--- src/rtl/pf_pkg.sv ---
// Constants, field layout and types for the upper pin function select block
package pf_pkg;

    // Register byte addresses
    localparam logic [31:0] PF_ADDR_P0_HIGH = 32'hE002_C004;
    localparam logic [31:0] PF_ADDR_BUS_DBG = 32'hE002_C014;

    // Implemented bits; everything else reads as zero
    localparam logic [31:0] PF_P1_MASK      = 32'hFFFF_C000;
    localparam logic [31:0] PF_P2_MASK      = 32'h0E73_E9FC;

    // Reset images (pin-derived fields filled in at reset)
    localparam logic [31:0] PF_P1_RESET     = 32'h1540_0000;
    localparam logic [31:0] PF_P2_RESET     = 32'h0060_00C0;

    // Port 0 upper fields: pins 23 to 31, two bits each from bit 14
    localparam int          PF_P0_FIRST_LSB = 14;
    localparam int          PF_P0_PINS      = 9;
    localparam int          PF_P0_FN_PINS   = 4;
    localparam int          PF_P0_FN_FIRST  = 4;
    localparam int          PF_FLD_W        = 2;

    // Second register bit positions
    localparam int          PF_B_DEBUG      = 2;
    localparam int          PF_B_TRACE      = 3;
    localparam int          PF_B_WIDTH      = 4;
    localparam int          PF_B_ANALOG_INPUT_6       = 6;
    localparam int          PF_B_ANALOG_INPUT_7       = 7;
    localparam int          PF_B_WE         = 8;
    localparam int          PF_B_CS1        = 11;
    localparam int          PF_B_CLKOUT     = 13;
    localparam int          PF_B_CS2        = 14;
    localparam int          PF_B_CS3        = 16;
    localparam int          PF_B_P2_2928    = 20;
    localparam int          PF_B_ANALOG_INPUT_4       = 21;
    localparam int          PF_B_ANALOG_INPUT_5       = 22;
    localparam int          PF_B_ADDR       = 25;

    // Field encodings
    localparam logic [1:0]  PF_FN_GPIO      = 2'h0;
    localparam logic [1:0]  PF_FN_ALT1      = 2'h1;
    localparam logic [1:0]  PF_FN_ALT2      = 2'h2;
    localparam logic [1:0]  PF_FN_ALT3      = 2'h3;
    localparam logic [1:0]  PF_BW_16        = 2'h1;
    localparam logic [1:0]  PF_BW_32        = 2'h2;
    localparam logic [1:0]  PF_BW_PORTS     = 2'h3;
    localparam logic [1:0]  PF_CS_ON        = 2'h1;
    localparam logic [2:0]  PF_ADDR_ALL     = 3'h7;
    localparam logic [2:0]  PF_ADDR_NONE    = 3'h0;

    // Output direction per function code, bit n for code n
    localparam logic [3:0]  PF_DIR_TIMER    = 4'h8;
    localparam logic [3:0]  PF_DIR_P30      = 4'h0;

    // Synchroniser bit positions
    localparam int          PF_SY_DBG       = 0;
    localparam int          PF_SY_TRC       = 1;
    localparam int          PF_SY_BOOT      = 2;

    // Pin routing seen by the pad ring
    typedef struct packed {
        logic [8:0]  p0_dir;
        logic [3:0]  p0_gpio;
        logic [3:0]  p0_ain;
        logic [3:0]  p0_alt2;
        logic [3:0]  p0_alt3;
        logic        debug_en;
        logic        trace_en;
        logic        bus_low_en;
        logic        bus_mid_en;
        logic        bus_high_en;
        logic [3:0]  ain_hi_en;
        logic        p2_2928_port;
        logic        we_en;
        logic        cs1_en;
        logic        cs2_en;
        logic        cs3_en;
        logic        clkout_en;
        logic [21:0] addr_en;
    } pf_route_type;

    // Whole state of the top module
    typedef struct packed {
        logic [3:0]   sync1_reg;
        logic [3:0]   sync2_reg;
        logic [31:0]  p1_reg;
        logic [31:0]  p2_reg;
        logic [31:0]  prdata_reg;
        pf_route_type route_reg;
    } pf_state_type;

    // Address line mask A23..A2 for the line count field
    function automatic logic [21:0] pf_addr_mask(input logic [2:0] n);
        case (n)
            3'h0:    pf_addr_mask = 22'h00_0000;
            3'h1:    pf_addr_mask = 22'h00_0003;
            3'h2:    pf_addr_mask = 22'h00_000F;
            3'h3:    pf_addr_mask = 22'h00_003F;
            3'h4:    pf_addr_mask = 22'h00_03FF;
            3'h5:    pf_addr_mask = 22'h00_3FFF;
            3'h6:    pf_addr_mask = 22'h03_FFFF;
            default: pf_addr_mask = 22'h3F_FFFF;
        endcase
    endfunction

endpackage

--- src/rtl/pf_field_route.sv ---
// Two-bit port 0 field decode into function select and pin direction
`timescale 1ns/1ns
module pf_field_route #(
    parameter logic [3:0] DIR_MAP = pf_pkg::PF_DIR_TIMER
) (
    input  wire logic [1:0] sel,
    input  wire logic       gpio_dir,
    output logic [3:0]      fn_onehot,
    output logic            dir
);

    // One-hot function and direction choice
    always_comb begin
        fn_onehot      = 4'h0;
        fn_onehot[sel] = 1'b1;
        if (sel == pf_pkg::PF_FN_GPIO) begin
            dir = gpio_dir;
        end else begin
            dir = DIR_MAP[sel];
        end
    end

endmodule // pf_field_route

--- src/rtl/pf_pin_function_select_upper.sv ---
// Upper port 0 and bus/debug pin function select with APB register access
`timescale 1ns/1ns
module pf_pin_function_select_upper (
    input  wire logic         clk,
    input  wire logic         sys_rst,
    input  wire logic         psel,
    input  wire logic         penable,
    input  wire logic         pwrite,
    input  wire logic [31:0]  paddr,
    input  wire logic [31:0]  pwdata,
    output logic [31:0]       prdata,
    output logic              pready,
    output logic              pslverr,
    input  wire logic         debug_return_clock,
    input  wire logic         trace_sync_pin,
    input  wire logic [1:0]   boot_mode_pins,
    input  wire logic [8:0]   port_direction,
    output pf_pkg::pf_route_type route
);

    pf_pkg::pf_state_type st_reg;
    pf_pkg::pf_state_type st_next;
    pf_pkg::pf_route_type rt;
    logic                 setup_ph;
    logic                 access_ph;
    logic                 hit_p1;
    logic                 hit_p2;
    logic                 wr_p1;
    logic                 wr_p2;
    logic [31:0]          p1_next;
    logic [31:0]          p2_next;
    logic [31:0]          p2_rst;
    logic [31:0]          rd_data;
    logic [1:0]           bw;
    logic [1:0]           boot_s;
    logic [3:0][3:0]      fn_hot;
    logic [3:0]           fn_dir;

    // APB phase and address decode
    assign setup_ph  = psel & ~penable;
    assign access_ph = psel & penable;
    assign hit_p1    = (paddr == pf_pkg::PF_ADDR_P0_HIGH);
    assign hit_p2    = (paddr == pf_pkg::PF_ADDR_BUS_DBG);
    assign wr_p1     = access_ph & pwrite & hit_p1;
    assign wr_p2     = access_ph & pwrite & hit_p2;

    // Zero wait states; unmapped access answers with an error
    assign pready    = 1'b1;
    assign pslverr   = access_ph & ~(hit_p1 | hit_p2);
    assign prdata    = st_reg.prdata_reg;
    assign route     = st_reg.route_reg;

    // Pin-derived reset image of the second register
    assign boot_s    = st_reg.sync2_reg[pf_pkg::PF_SY_BOOT +: 2];
    always_comb begin
        p2_rst = pf_pkg::PF_P2_RESET;
        p2_rst[pf_pkg::PF_B_DEBUG] = st_reg.sync2_reg[pf_pkg::PF_SY_DBG];
        p2_rst[pf_pkg::PF_B_TRACE] = st_reg.sync2_reg[pf_pkg::PF_SY_TRC];
        p2_rst[pf_pkg::PF_B_WIDTH +: 2] = boot_s;
        if (boot_s == pf_pkg::PF_BW_PORTS) begin
            p2_rst[pf_pkg::PF_B_ADDR +: 3] = pf_pkg::PF_ADDR_NONE;
        end else begin
            p2_rst[pf_pkg::PF_B_ADDR +: 3] = pf_pkg::PF_ADDR_ALL;
        end
    end

    // Register next values: reset, write, or hold
    // writable select registers
    assign p1_next = sys_rst ? pf_pkg::PF_P1_RESET :
                     wr_p1   ? (pwdata & pf_pkg::PF_P1_MASK) : st_reg.p1_reg;
    assign p2_next = sys_rst ? p2_rst :
                     wr_p2   ? (pwdata & pf_pkg::PF_P2_MASK) : st_reg.p2_reg;

    // Read mux, sampled in the setup phase
    // read back
    always_comb begin
        if (hit_p1) begin
            rd_data = st_reg.p1_reg;
        end else if (hit_p2) begin
            rd_data = st_reg.p2_reg;
        end else begin
            rd_data = 32'h0000_0000;
        end
    end

    // Function decode for port 0 pins 27 to 30
    // pins 27 to 30 decode
    for (genvar i = 0; i < pf_pkg::PF_P0_FN_PINS; i++) begin : g_fn
        localparam int LSB = pf_pkg::PF_P0_FIRST_LSB
                           + (pf_pkg::PF_P0_FN_FIRST + i) * pf_pkg::PF_FLD_W;
        pf_field_route #(
            .DIR_MAP (i == pf_pkg::PF_P0_FN_PINS - 1 ? pf_pkg::PF_DIR_P30
                                                      : pf_pkg::PF_DIR_TIMER)
        ) u_fld (
            .sel       (p1_next[LSB +: pf_pkg::PF_FLD_W]),
            .gpio_dir  (port_direction[pf_pkg::PF_P0_FN_FIRST + i]),
            .fn_onehot (fn_hot[i]),
            .dir       (fn_dir[i])
        );
    end

    // Routing derived from the next register values
    assign bw = p2_next[pf_pkg::PF_B_WIDTH +: 2];
    always_comb begin
        rt = '0;
        // GPIO-only pins follow the direction register
        rt.p0_dir = port_direction;
        for (int i = 0; i < pf_pkg::PF_P0_FN_PINS; i++) begin
            rt.p0_dir[pf_pkg::PF_P0_FN_FIRST + i] = fn_dir[i];
            rt.p0_gpio[i] = fn_hot[i][pf_pkg::PF_FN_GPIO];
            rt.p0_ain[i]  = fn_hot[i][pf_pkg::PF_FN_ALT1];
            rt.p0_alt2[i] = fn_hot[i][pf_pkg::PF_FN_ALT2];
            rt.p0_alt3[i] = fn_hot[i][pf_pkg::PF_FN_ALT3];
        end
        rt.debug_en    = p2_next[pf_pkg::PF_B_DEBUG];
        rt.trace_en    = p2_next[pf_pkg::PF_B_TRACE];
        rt.bus_low_en  = (bw != pf_pkg::PF_BW_PORTS);
        rt.bus_mid_en  = (bw == pf_pkg::PF_BW_16) | (bw == pf_pkg::PF_BW_32);
        rt.bus_high_en = (bw == pf_pkg::PF_BW_32);
        if (bw != pf_pkg::PF_BW_32) begin
            rt.ain_hi_en[0] = p2_next[pf_pkg::PF_B_ANALOG_INPUT_4];
            rt.ain_hi_en[1] = p2_next[pf_pkg::PF_B_ANALOG_INPUT_5];
            rt.ain_hi_en[2] = p2_next[pf_pkg::PF_B_ANALOG_INPUT_6];
            rt.ain_hi_en[3] = p2_next[pf_pkg::PF_B_ANALOG_INPUT_7];
            // port 2 pins 29:28 stay ports
            rt.p2_2928_port = 1'b1;
        end
        rt.we_en  = p2_next[pf_pkg::PF_B_WE];
        rt.cs1_en = p2_next[pf_pkg::PF_B_CS1];
        rt.cs2_en = (p2_next[pf_pkg::PF_B_CS2 +: 2] == pf_pkg::PF_CS_ON);
        rt.cs3_en = (p2_next[pf_pkg::PF_B_CS3 +: 2] == pf_pkg::PF_CS_ON);
        // clock output unless A23 in use
        rt.clkout_en = (p2_next[pf_pkg::PF_B_ADDR +: 3] != pf_pkg::PF_ADDR_ALL)
                     & p2_next[pf_pkg::PF_B_CLKOUT];
        rt.addr_en = pf_pkg::pf_addr_mask(p2_next[pf_pkg::PF_B_ADDR +: 3]);
    end

    // Next state assembly; synchronisers run through reset
    always_comb begin
        st_next            = st_reg;
        st_next.sync1_reg  = {boot_mode_pins, trace_sync_pin, debug_return_clock};
        st_next.sync2_reg  = st_reg.sync1_reg;
        st_next.p1_reg     = p1_next;
        st_next.p2_reg     = p2_next;
        st_next.route_reg  = rt;
        if (sys_rst) begin
            st_next.prdata_reg = 32'h0000_0000;
        end else if (setup_ph) begin
            st_next.prdata_reg = rd_data;
        end
    end

    // State register
    always_ff @(posedge clk) begin
        st_reg <= st_next;
    end
endmodule // pf_pin_function_select_upper

--- config.mk ---
export PLATFORM = sky130hd
export DESIGN_NAME = pf_pin_function_select_upper
export DESIGN_NICKNAME = d
export VERILOG_FILES = /design/src/rtl/pf_pkg.sv /design/src/rtl/pf_field_route.sv /design/src/rtl/pf_pin_function_select_upper.sv
export SDC_FILE = /design/constraint.sdc
export NUM_CORES = 1
export LEC_CHECK = 0
export ABC_AREA = 1
export BUFFER_PORTS_ARGS = -buffer_cell sky130_fd_sc_hd__buf_2
export CORE_ASPECT_RATIO = 1.4
export CORE_MARGIN = 2
export CORE_UTILIZATION = 34
export CTS_BUF_LIST = sky130_fd_sc_hd__clkbuf_2 sky130_fd_sc_hd__clkbuf_4 sky130_fd_sc_hd__clkbuf_8
export DETAILED_ROUTE_END_ITERATION = 8
export RECOVER_POWER = 100
export SLEW_MARGIN = 15
export SYNTH_ARGS = -nofsm -noshare
export SYNTH_HDL_FRONTEND = slang
export SYNTH_SLANG_ARGS = --single-unit
--- constraint.sdc ---
create_clock -name clk -period 2.2 [get_ports clk]
set_clock_uncertainty 0.2 [all_clocks]
set_input_delay 0 -clock clk [delete_from_list [all_inputs] [get_ports clk]]
set_output_delay 0 -clock clk [all_outputs]
set_load 0.005 [all_outputs]
# ---- Word level (Yosys, flattened, before mapping)
# Index checks and enable logic that the tools add are counted.
dict set report totals {
  reg_bits 139
  in_bits 82
}
dict set report classes {
  magnitude_cmp 8
  eq_ne 16
  muxes 29
  bitwise_logic 11
  reduce_logical 9
}
# op n
set op_table {}
lappend op_table {{$pmux W22 S7} 1}
lappend op_table {{$mux W28} 3}
lappend op_table {{$eq A32 B32 Y1 const B} 2}
lappend op_table {{$mux W30} 2}
lappend op_table {{$mux W32} 1}
lappend op_table {{$mux W1} 13}
lappend op_table {{$lt A2 B3 Y1 const B} 4}
lappend op_table {{$eq A3 B3 Y1 const B} 3}
lappend op_table {{$bmux W1 S2} 4}
lappend op_table {{$demux W1 S2} 4}
lappend op_table {{$ge A2 B1 Y1 const B} 4}
lappend op_table {{$logic_not A2 Y1} 4}
lappend op_table {{$and A1 B1 Y1} 7}
lappend op_table {{$eq A2 B1 Y1 const B} 3}
lappend op_table {{$eq A3 B2 Y1 const B} 2}
lappend op_table {{$eq A2 B2 Y1 const B} 2}
lappend op_table {{$logic_and A1 B1 Y1} 4}
lappend op_table {{$ne A2 B2 Y1 const B} 2}
lappend op_table {{$eq A3 B1 Y1 const B} 1}
lappend op_table {{$logic_not A3 Y1} 1}
lappend op_table {{$mux W3} 1}
lappend op_table {{$ne A3 B3 Y1 const B} 1}
lappend op_table {{$not A1 Y1} 2}
lappend op_table {{$or A1 B1 Y1} 2}

# ---- Longest topological paths before layout
# Gate-level depths: netlist (run 1).
dict set report logic_depth {
  word_depth 9
  ltp_mapped 17
}

# ---- By module
# From an unflattened synthesis (run 1), not the netlist that was laid out.
dict set report unflattened {
  cells_unflattened 616
  area_unflattened_um2 4868.4
}
# mod n_inst cells_each area_each_um2 seq_area_each_um2
set modules_own_cells {}
lappend modules_own_cells {pf_pin_function_select_upper 1 579 4717.0 2322.2}
lappend modules_own_cells {{pf_field_route at g_fn[0].u_fld ...} 3 9 36.3 0.0}
lappend modules_own_cells {{pf_field_route at g_fn[3].u_fld} 1 10 42.5 0.0}

# ---- Worst setup path before layout (run 1)
# OpenSTA, ideal clock, no wires.
dict set report synth_timing {
  path_kind {input to register}
  startpoint {input port paddr[27]}
  endpoint {register st_reg, in the netlist route[29]}
  setup_time_ns 0.056
  arrival_time_ns 1.438
  required_ns 1.944
  setup_slack_ns 0.505
  cell_stages 16
  n_path_buf 0
  cell_sequence {nor2_1 -> nand2_1 -> nor2_1 -> nand2_1 -> nor2_2 -> nand2_2 -> inv_2 -> nand2_1 -> nand2_1 -> inv_1 -> a22oi_2 -> inv_2 -> ha_1 -> inv_1 -> nand2_1 -> inv_1}
}
dict set report synth_between {
  elab_chain_len 5
}
# element line_no
set synth_rtl {}
lappend synth_rtl {{start: declaration} pf_pin_function_select_upper.sv:9} ;# input wire logic [31:0] paddr,
lappend synth_rtl {{$eq A32 B32 Y1} pf_pin_function_select_upper.sv:43} ;# assign hit_p2 = (paddr == pf_pkg::PF_ADDR_BUS_DBG);
lappend synth_rtl {{$and A1 B1 Y1} pf_pin_function_select_upper.sv:45} ;# assign wr_p2 = access_ph & pwrite & hit_p2;
lappend synth_rtl {{$mux W28} pf_pin_function_select_upper.sv:72} ;# wr_p2 ? (pwdata & pf_pkg::PF_P2_MASK) : st_reg.p2_reg;
lappend synth_rtl {{$mux W28} pf_pin_function_select_upper.sv:71} ;# assign p2_next = sys_rst ? p2_rst :
lappend synth_rtl {{net p2_next[4]} pf_pin_function_select_upper.sv:31} ;# logic [31:0] p2_next;
lappend synth_rtl {{$ne A2 B2 Y1} pf_pin_function_select_upper.sv:120} ;# if (bw != pf_pkg::PF_BW_32) begin
lappend synth_rtl {{end signal: assignment} pf_pin_function_select_upper.sv:155} ;# st_reg <= st_next;
lappend synth_rtl {{end: declaration} pf_pin_function_select_upper.sv:21} ;# pf_pkg::pf_state_type st_reg;
# The timed path passes the listed nets, and every way through them passes these cells.
# A chain may end at the register's enable or synchronous reset.

# ---- Final worst setup path (run 1)
dict set report layout_timing {
  startpoint {register st_reg, in the netlist boot_s[1]}
  endpoint {register st_reg, in the netlist route[5]}
}
dict set report layout_between {
  elab_chain_len 5
  word_cells_on_any_way 11
}
# element line_no
set layout_rtl {}
lappend layout_rtl {{$eq A2 B2 Y1 *} pf_pin_function_select_upper.sv:60} ;# if (boot_s == pf_pkg::PF_BW_PORTS) begin
lappend layout_rtl {{$mux W3 *} pf_pin_function_select_upper.sv:60}
lappend layout_rtl {{$mux W28 *} pf_pin_function_select_upper.sv:71}
lappend layout_rtl {{net p2_next[26]} pf_pin_function_select_upper.sv:31}
lappend layout_rtl {{$eq A3 B3 Y1, or another cell as far along} pf_pkg.sv:94} ;# case (n)
lappend layout_rtl {{$pmux W22 S7 *} pf_pkg.sv:94}
# The timed path passes the listed nets; every way through them passes the cells marked *.

==> results of run 1 <==
[per-layer routing]
layer  up-vias  global-route usage [%]  part of all wire, %  wire length [um]
li1       2149                       -                    -                 -
met3        14                   3.727                  4.0               488
met2        95                   30.45                   54              6566
met5         -                       0                    0                 0
met4         0                   6.776                  1.5               181
met1      1902                   18.04                   41              5003
[report_power, final]
part | total, mW | internal, mW | switching [mW]
clock | 1.85 | 1.02 | 0.829
sequential | 2.19 | 2.16 | 0.0292
combinational | 0.417 | 0.211 | 0.206
total | 4.46 | 3.39 | 1.06
[final timing paths]
kind | from | to | slack [ns] | cells after the start
setup / recovery | boot_s[1]$_DFF_P_ | route[5]$_SDFF_PN1_ | 0.16 | 6
hold / removal | boot_mode_pins[1] | st_next[161]$_DFF_P_ | 0.05 | 2
setup reg to reg | boot_s[1]$_DFF_P_ | route[5]$_SDFF_PN1_ | 0.16 | 6
hold reg to reg | st_next[160]$_DFF_P_ | boot_s[0]$_DFF_P_ | 0.13 | 0
[synthesized netlist by cell type (3+ instances only)]
cell type / n
a211oi_1: 6
a21oi_1: 26
buf_2: 4
buf_4: 95
buf_6: 3
clkbuf_1: 12
dfxtp_1: 113
inv_1: 85
inv_2: 11
nand2_1: 107
nand2_2: 8
nand3_1: 23
nor2_1: 53
nor2_2: 8
nor2_4: 3
nor3_1: 6
o211ai_1: 3
o21ai_0: 30
o21ai_1: 6
o221ai_1: 9
[per-stage QoR]
| stage | area, um2 | total power [mW] | std cells | utilization [%] | hold WS (ns) |
|---|---|---|---|---|---|
| 3_5_place_dp | 5326 | 2.590 | 886 | 37.04 | -0.09593 |
| 4_1_cts | 6356 | 4.534 | 982 | 44.20 | 0.009872 |
| 6_report | 6275 | 4.456 | 982 | 43.64 | 0.04595 |
| 2_1_floorplan | 4966 | 2.497 | 632 | - | -0.1723 |
| 5_1_grt | 6275 | 4.671 | 982 | 43.64 | 0.02862 |
| 3_3_place_gp | 5326 | 2.584 | 886 | 37.04 | -0.09731 |
[kinds of logic after synthesis]
family / count (synthesis)
simple gates: 213
buf+inv: 212
flops: 115
compound gates: 84
fa+ha+maj: 2
other cells: 2
[cell type report]
class / count / area [um2] / area share [%]
Sequential cell: 115 / 2322 / 37.01
Clock buffer: 20 / 256.5 / 4.088
Timing Repair Buffer: 245 / 1514 / 24.13
Inverter: 98 / 369.1 / 5.882
Multi-Input combinational cell: 305 / 1464 / 23.33
Tap cell: 189 / 236.5 / 3.769
Clock inverter: 10 / 112.6 / 1.795
[repair_timing]
action | in CTS | in global routing
endpoints found under the hold margin | 104 | 0
gates resized for setup | 0 | 2
hold buffers | 66 | 0
endpoints found under the setup margin | 0 | 8
==> impl_metrics.json, run 1 <==
{
  "drv_cap": 0,
  "cts_max_level": 4,
  "dr.pass1.iters": 4,
  "fp.dieH_um": 146.8,
  "synth_compound_area_share_pct": 10.03,
  "finalSetupViolCount": 0,
  "synth_top_area_cell": "dfxtp_1",
  "drtIter0Drc": 119,
  "rows": 52,
  "outcome": "finished clean",
  "irDropWorstVdd_mv": 0.3511,
  "hp-class": "in2reg",
  "final_layout_size_suffix_gt1_share_pct": 23.46,
  "yosysWarnings": 0,
  "path_buf_inv": 2,
  "cp_slowest_cell": "dlygate4sd3_1",
  "yosys-top-cells-area": "dfxtp_1 46%, buf_4 14%, nand2_1 8.1%, inv_1 6.4%, nor2_1 4.0%",
  "crit_type": "reg2reg",
  "numCtsBuffers": 17,
  "critical-path-top-delay-family": "buffers and inverters",
  "final_cell_mix": "118 x buf_2, 113 x dfxtp_1, 107 x nand2_1",
  "die_area_um2": 15560,
  "antennaDiodeCount": 0,
  "core-area_um2": 14380,
  "num-fill-cells": 1505,
  "post-cts-setup-buffer-count": 0,
  "grt_max_degree": 43,
  "synthAdderAreaFrac_pct": 0.5054,
  "hold_viol_final": 0,
  "max_slew.worst_pin.slew_ns": 0.8678,
  "synth_top_family_by_area": "buffers and inverters",
  "clk_pin_slew_ns": 0.07,
  "die_w_um": 106.0,
  "place_ws_ns": 0.1713,
  "vias_per_cell": 4.236,
  "crit_chain": "inv_1 -> o21ai_1 -> nand2_2 -> nand2_1 -> dlygate4sd3_1 -> nand2_1",
  "synth_xor_area_share_pct": 0,
  "synth_top_area_share_pct": 45.69,
  "fmax_ghz": 0.4903,
  "grt_pass1_vias": 4152,
  "finalWorstPathRequiredPeriod_ns": 2.040,
  "setup_ws_ns": 0.1603,
  "rsz0062_at_grt": "false",
  "crit_fanout": 5,
  "largest_register_ffs": 43,
  "gp_congestion": 0.7476,
  "area_growth_pct": 26.74,
  "cp-end-kind": "register",
  "drc": 0,
  "startpoint_type": "register",
  "setup_tns_ns": 0,
  "synth_mux_area_share_pct": 0,
  "yosys_most_used_dff": "dfxtp_1",
  "report.final.slew_viol_count": 0,
  "max-clock-path-buffers": 2,
  "grt-ovfl-total": 0,
  "cts_tree": "done",
  "ioPinCount": 178,
  "vias": 4160,
  "cts-root-buf": "clkbuf_8",
  "ant_nets": 0,
  "crit_arrival_ns": 2.15,
  "yosys_register_bits": 115,
  "async_reset_ff_share_pct": 0,
  "max_stage_delay_ns": 0.55,
  "insertion_delay_ns": 0.42,
  "power.leakage_nw": 3.026,
  "crit_top_cell": "nand2_1",
  "mostFrequentLayoutCell": "buf_2",
  "dp_hpwl_um": 8726,
  "yosysSeqAreaShare_pct": 46.90,
  "relSlewSlack_pct": 42.14,
  "synth_enable_flop_cells": 2,
  "antenna_found_initial": 0,
  "port_buffers": 166,
  "groute.usage.overall_pct": 16.51,
  "grt_pass1_wl_um": 19870,
  "totalWireLength_um": 12240,
  "syn_inst": 628,
  "cts_sinks": 115,
  "ys_types": 33,
  "initial_core_util_pct": 34.43,
  "cellPowerDensity_nw_per_um2": 710.2,
  "synth_area_um2": 4951,
  "required_ns": 2.31,
  "avgSynthCellArea_um2": 7.884,
  "synthSimpleGateAreaFrac_pct": 18.55,
  "routedWlPerCell_um": 12.46,
  "fin_nets": 866,
  "period_share_pct": 92.71
}
(Power assumes the default switching activity.)
==> run 2, diff against run 1 <==
Clock period 2.2 ns to 2.3 ns, I/O delays scaled along.
==> impl_metrics.json, run 2 (synthesized netlist as in run 1, its figures left out) <==
{
  "max_stage_delay_ns": 0.55,
  "dp_hpwl_um": 8647,
  "vias": 4102,
  "grt_max_degree": 32,
  "crit_arrival_ns": 2.28,
  "max-clock-path-buffers": 2,
  "ant_nets": 0,
  "rsz0062_at_grt": "false",
  "grt_pass1_wl_um": 19480,
  "port_buffers": 166,
  "routedWlPerCell_um": 12.51,
  "cp_slowest_cell": "dlygate4sd3_1",
  "final_cells": 983,
  "cp-end-kind": "register",
  "report.final.slew_viol_count": 0,
  "power.leakage_nw": 3.062,
  "cts-root-buf": "clkbuf_8",
  "initial_core_util_pct": 34.43,
  "clk_pin_slew_ns": 0.07,
  "numCtsBuffers": 17,
  "setup_tns_ns": 0,
  "r2r_start": "boot_s[1]$_DFF_P_",
  "area_growth_pct": 27.70,
  "cts_sinks": 115,
  "outcome": "finished clean",
  "final_cell_mix": "123 x buf_2, 113 x dfxtp_1, 111 x nand2_1",
  "antennaDiodeCount": 0,
  "cts_max_level": 4,
  "totalWireLength_um": 12300,
  "fin_nets": 865,
  "period_share_pct": 93.56,
  "finalSetupViolCount": 0,
  "hp-class": "in2reg",
  "post-cts-setup-buffer-count": 0,
  "irDropWorstVdd_mv": 0.3913,
  "rows": 52,
  "final_layout_size_suffix_gt1_share_pct": 23.68,
  "drc": 0,
  "drv_cap": 0,
  "cts_tree": "done",
  "largest_register_ffs": 43,
  "crit_chain": "dlygate4sd3_1 -> buf_2 -> inv_1 -> buf_4 -> nand2_2 -> inv_2 -> nor2_4 -> nand2_1 -> dlygate4sd3_1 -> nand2_1",
  "crit_type": "in2reg",
  "drtIter0Drc": 168,
  "hold_viol_final": 0,
  "dr.pass1.iters": 5,
  "fp.dieH_um": 146.8,
  "groute.usage.overall_pct": 16.09,
  "grt-ovfl-total": 0,
  "finalWorstPathRequiredPeriod_ns": 2.152,
  "fmax_ghz": 0.4647,
  "insertion_delay_ns": 0.43,
  "required_ns": 2.43,
  "die_w_um": 106.0,
  "relSlewSlack_pct": 48.29,
  "rrSetupSlack_ns": 0.45,
  "cellPowerDensity_nw_per_um2": 716.1,
  "crit_fanout": 31,
  "dp.cells": 886,
  "grt_pass1_vias": 4009,
  "vias_per_cell": 4.173,
  "gp_congestion": 0.7334,
  "ioPinCount": 178,
  "max_slew.worst_pin.slew_ns": 0.7727,
  "startpoint_type": "primary input",
  "crit_start": "sys_rst",
  "antenna_found_initial": 0,
  "mostFrequentLayoutCell": "buf_2",
  "core-area_um2": 14380,
  "min-delay-start": "boot_mode_pins[0]",
  "die_area_um2": 15560
}
run 2: path summary, 6_finish.rpt:
check / endpoint / depth (start not counted)
hold reg to reg: p2_rst[2]$_DFF_P_ / 0
hold / removal: st_next[160]$_DFF_P_ / 2
setup reg to reg: route[5]$_SDFF_PN1_ / 7
setup / recovery: route[57]$_DFF_P_ / 10
run 2: layer usage:
layer | global-route usage, % | vias up | share of wire, % | wire, um
li1 | - | 2142 | - | -
met1 | 17.58 | 1821 | 40 | 4968
met2 | 29.35 | 124 | 53 | 6496
met3 | 3.771 | 15 | 4.6 | 564
met4 | 7.039 | 0 | 2.2 | 268
met5 | 0 | - | 0 | 0
run 2: worst max-delay path, delay by kind of cell:
kind,cells,cell delay [ns]
and+or+nand+nor,4,0.27
buffers and inverters,6,1.97
run 2: report_power, final:
group          switching, mW  total [mW]  internal [mW]
clock network          0.814        2.04           1.22
logic                  0.196       0.400          0.204
registers             0.0270        2.09           2.07
total                   1.04        4.53           3.49
run 2: cell type report:
cell class | count | area [um2]
Clock inverter | 9 | 125.1
Clock buffer | 23 | 310.3
Sequential cell | 115 | 2322
Timing Repair Buffer | 244 | 1524
Multi-Input combinational cell | 305 | 1435
Inverter | 98 | 369.1
Tap cell | 189 | 236.5
Fill cell | 1514 | 8056
run 2: timing repair:
action                                 4_1_cts  5_1_grt
gates resized for setup                      0        3
endpoints found under the hold margin      102        0
hold buffers                                66        0
setup endpoints to repair                    0        1
run 2: stage by stage:
step	cell area, um2	hold WS, ns	util, %	worst slack, ns	power (mW)
detailed placement	5326	-0.09593	37.04	0.2017	2.479
global route	6322	0.02792	43.97	0.04416	4.710
floorplan	4966	-0.1723	-	0.6054	2.389
CTS	6422	0.005316	44.67	0.04510	4.591
global placement	5326	-0.09759	37.04	0.2277	2.475
finish	6322	0.03469	43.97	0.1482	4.527
==> run 3, diff against run 2 <==
Settings changed: CORE_MARGIN 2 to 5, CORE_UTILIZATION 34 to 45, PLACE_DENSITY set to 0.73.
==> impl_metrics.json, run 3 (synthesized netlist as in run 1, its figures left out) <==
{
  "period_share_pct": 88.96,
  "finalSetupViolCount": 0,
  "groute.usage.overall_pct": 19.28,
  "dr.pass1.iters": 4,
  "routedWlPerCell_um": 13.78,
  "antennaDiodeCount": 0,
  "initial_core_util_pct": 45.80,
  "hold_viol_final": 0,
  "utilization_pct": 57.18,
  "ioPinCount": 178,
  "totalWireLength_um": 12810,
  "area_growth_pct": 24.84,
  "drtIter0Drc": 181,
  "cellPowerDensity_nw_per_um2": 725.2,
  "irDropWorstVdd_mv": 0.5600,
  "final_layout_size_suffix_gt1_share_pct": 22.18,
  "port_buffers": 166,
  "die_area_um2": 13230,
  "rsz0062_at_grt": "false",
  "crit_arrival_ns": 2.17,
  "grt_pass1_vias": 4236,
  "vias_per_cell": 4.547,
  "grt-ovfl-total": 0,
  "power.leakage_nw": 2.978,
  "core-area_um2": 10810,
  "numCtsBuffers": 17,
  "die_w_um": 98.65,
  "required_ns": 2.42,
  "setup_tns_ns": 0,
  "drc": 0,
  "finalWorstPathRequiredPeriod_ns": 2.046,
  "post-cts-setup-buffer-count": 0,
  "clk_pin_slew_ns": 0.08,
  "antenna_found_initial": 0,
  "fin_nets": 860,
  "largest_register_ffs": 43,
  "crit_fanout": 12,
  "ant_nets": 0,
  "startpoint_type": "primary input",
  "cts-root-buf": "clkbuf_8",
  "dp_hpwl_um": 8805,
  "hp-class": "in2reg",
  "max-clock-path-buffers": 2,
  "report.final.slew_viol_count": 0,
  "fp.dieH_um": 134.1,
  "cts_max_level": 4,
  "outcome": "finished clean",
  "grt_max_degree": 43,
  "gp_congestion": 0.7769,
  "crit_type": "in2reg",
  "vias": 4229,
  "drv_cap": 0,
  "grt_pass1_wl_um": 20240,
  "rows": 45,
  "mostFrequentLayoutCell": "dfxtp_1",
  "ctsResizeCount": 0,
  "cp-end-kind": "register",
  "insertion_delay_ns": 0.42,
  "max_slew.worst_pin.slew_ns": 0.6116,
  "final_cell_mix": "113 x dfxtp_1, 110 x nand2_1, 109 x buf_2",
  "cts_sinks": 115,
  "cts_tree": "done",
  "fmax_ghz": 0.4888,
  "relSlewSlack_pct": 59.08
}
run 3: cell count changes in the layout (fill, tap and decap cells not counted), moves of 5 or more:
cell / change
clkbuf_8: -5
buf_2: -14
dlygate4sd3_1: -5
inv_6: +5
clkbuf_1: +11
run 3: cell type report:
class                   count  area, um2
clock buffers              17      234.0
well taps                 141      176.4
fillers                  1058       4629
flip-flops and latches    115       2322
inverters                  98      369.1
repair buffers            239       1451
multi-input cells         305       1434
clock inverters            15      193.9
run 3: worst max-delay path, cell delays in order:
cell and delay (ns):
dlygate4sd3_1 0.55, clkbuf_2 0.11, inv_1 0.16, clkbuf_1 0.47, nand3_1 0.16, dlygate4sd3_1 0.61, nand2_1 0.06, inv_1 0.03
run 3: metrics by stage:
step           power (mW)  hold slack (ns)  cell area, um2  worst slack [ns]  cells
6_report            4.482          0.01868            6181            0.2540    930
3_5_place_dp        2.482         -0.09640            5266            0.2419    838
2_1_floorplan       2.389          -0.1723            4966            0.6054    632
3_3_place_gp        2.471         -0.09809            5266            0.3372    838
5_1_grt             4.676        0.0003937            6181            0.1298    930
4_1_cts             4.542         0.005793            6285            0.3175    929
run 3: report_power, final:
part	internal, mW	switching [mW]
sequential	2.06	0.0285
clock	1.10	0.889
combinational	0.195	0.204
total	3.36	1.12
run 3: layer usage:
| metal | share of wire [%] | GRT usage (%) | vias to the layer above |
|---|---|---|---|
| li1 | - | - | 2137 |
| met4 | 1.7 | 6.834 | 0 |
| met5 | 0 | 0 | - |
| met3 | 4.7 | 4.995 | 19 |
| met2 | 55 | 36.16 | 129 |
| met1 | 38 | 20.59 | 1944 |
run 3: final timing paths:
| kind | startpoint | to | slack, ns | depth (start not counted) |
|---|---|---|---|---|
| setup / recovery | sys_rst | route[30]$_SDFF_PP0_ | 0.25 | 8 |
| hold / removal | port_direction[3] | route[56]$_DFF_P_ | 0.02 | 2 |
| setup reg to reg | boot_s[1]$_DFF_P_ | route[5]$_SDFF_PN1_ | 0.38 | 7 |
| hold reg to reg | st_next[159]$_DFF_P_ | p2_rst[3]$_DFF_P_ | 0.13 | 0 |
run 3: timing repair:
action	CTS	global route
setup endpoints to repair	0	0
hold buffers	59	1
endpoints found under the hold margin	111	1
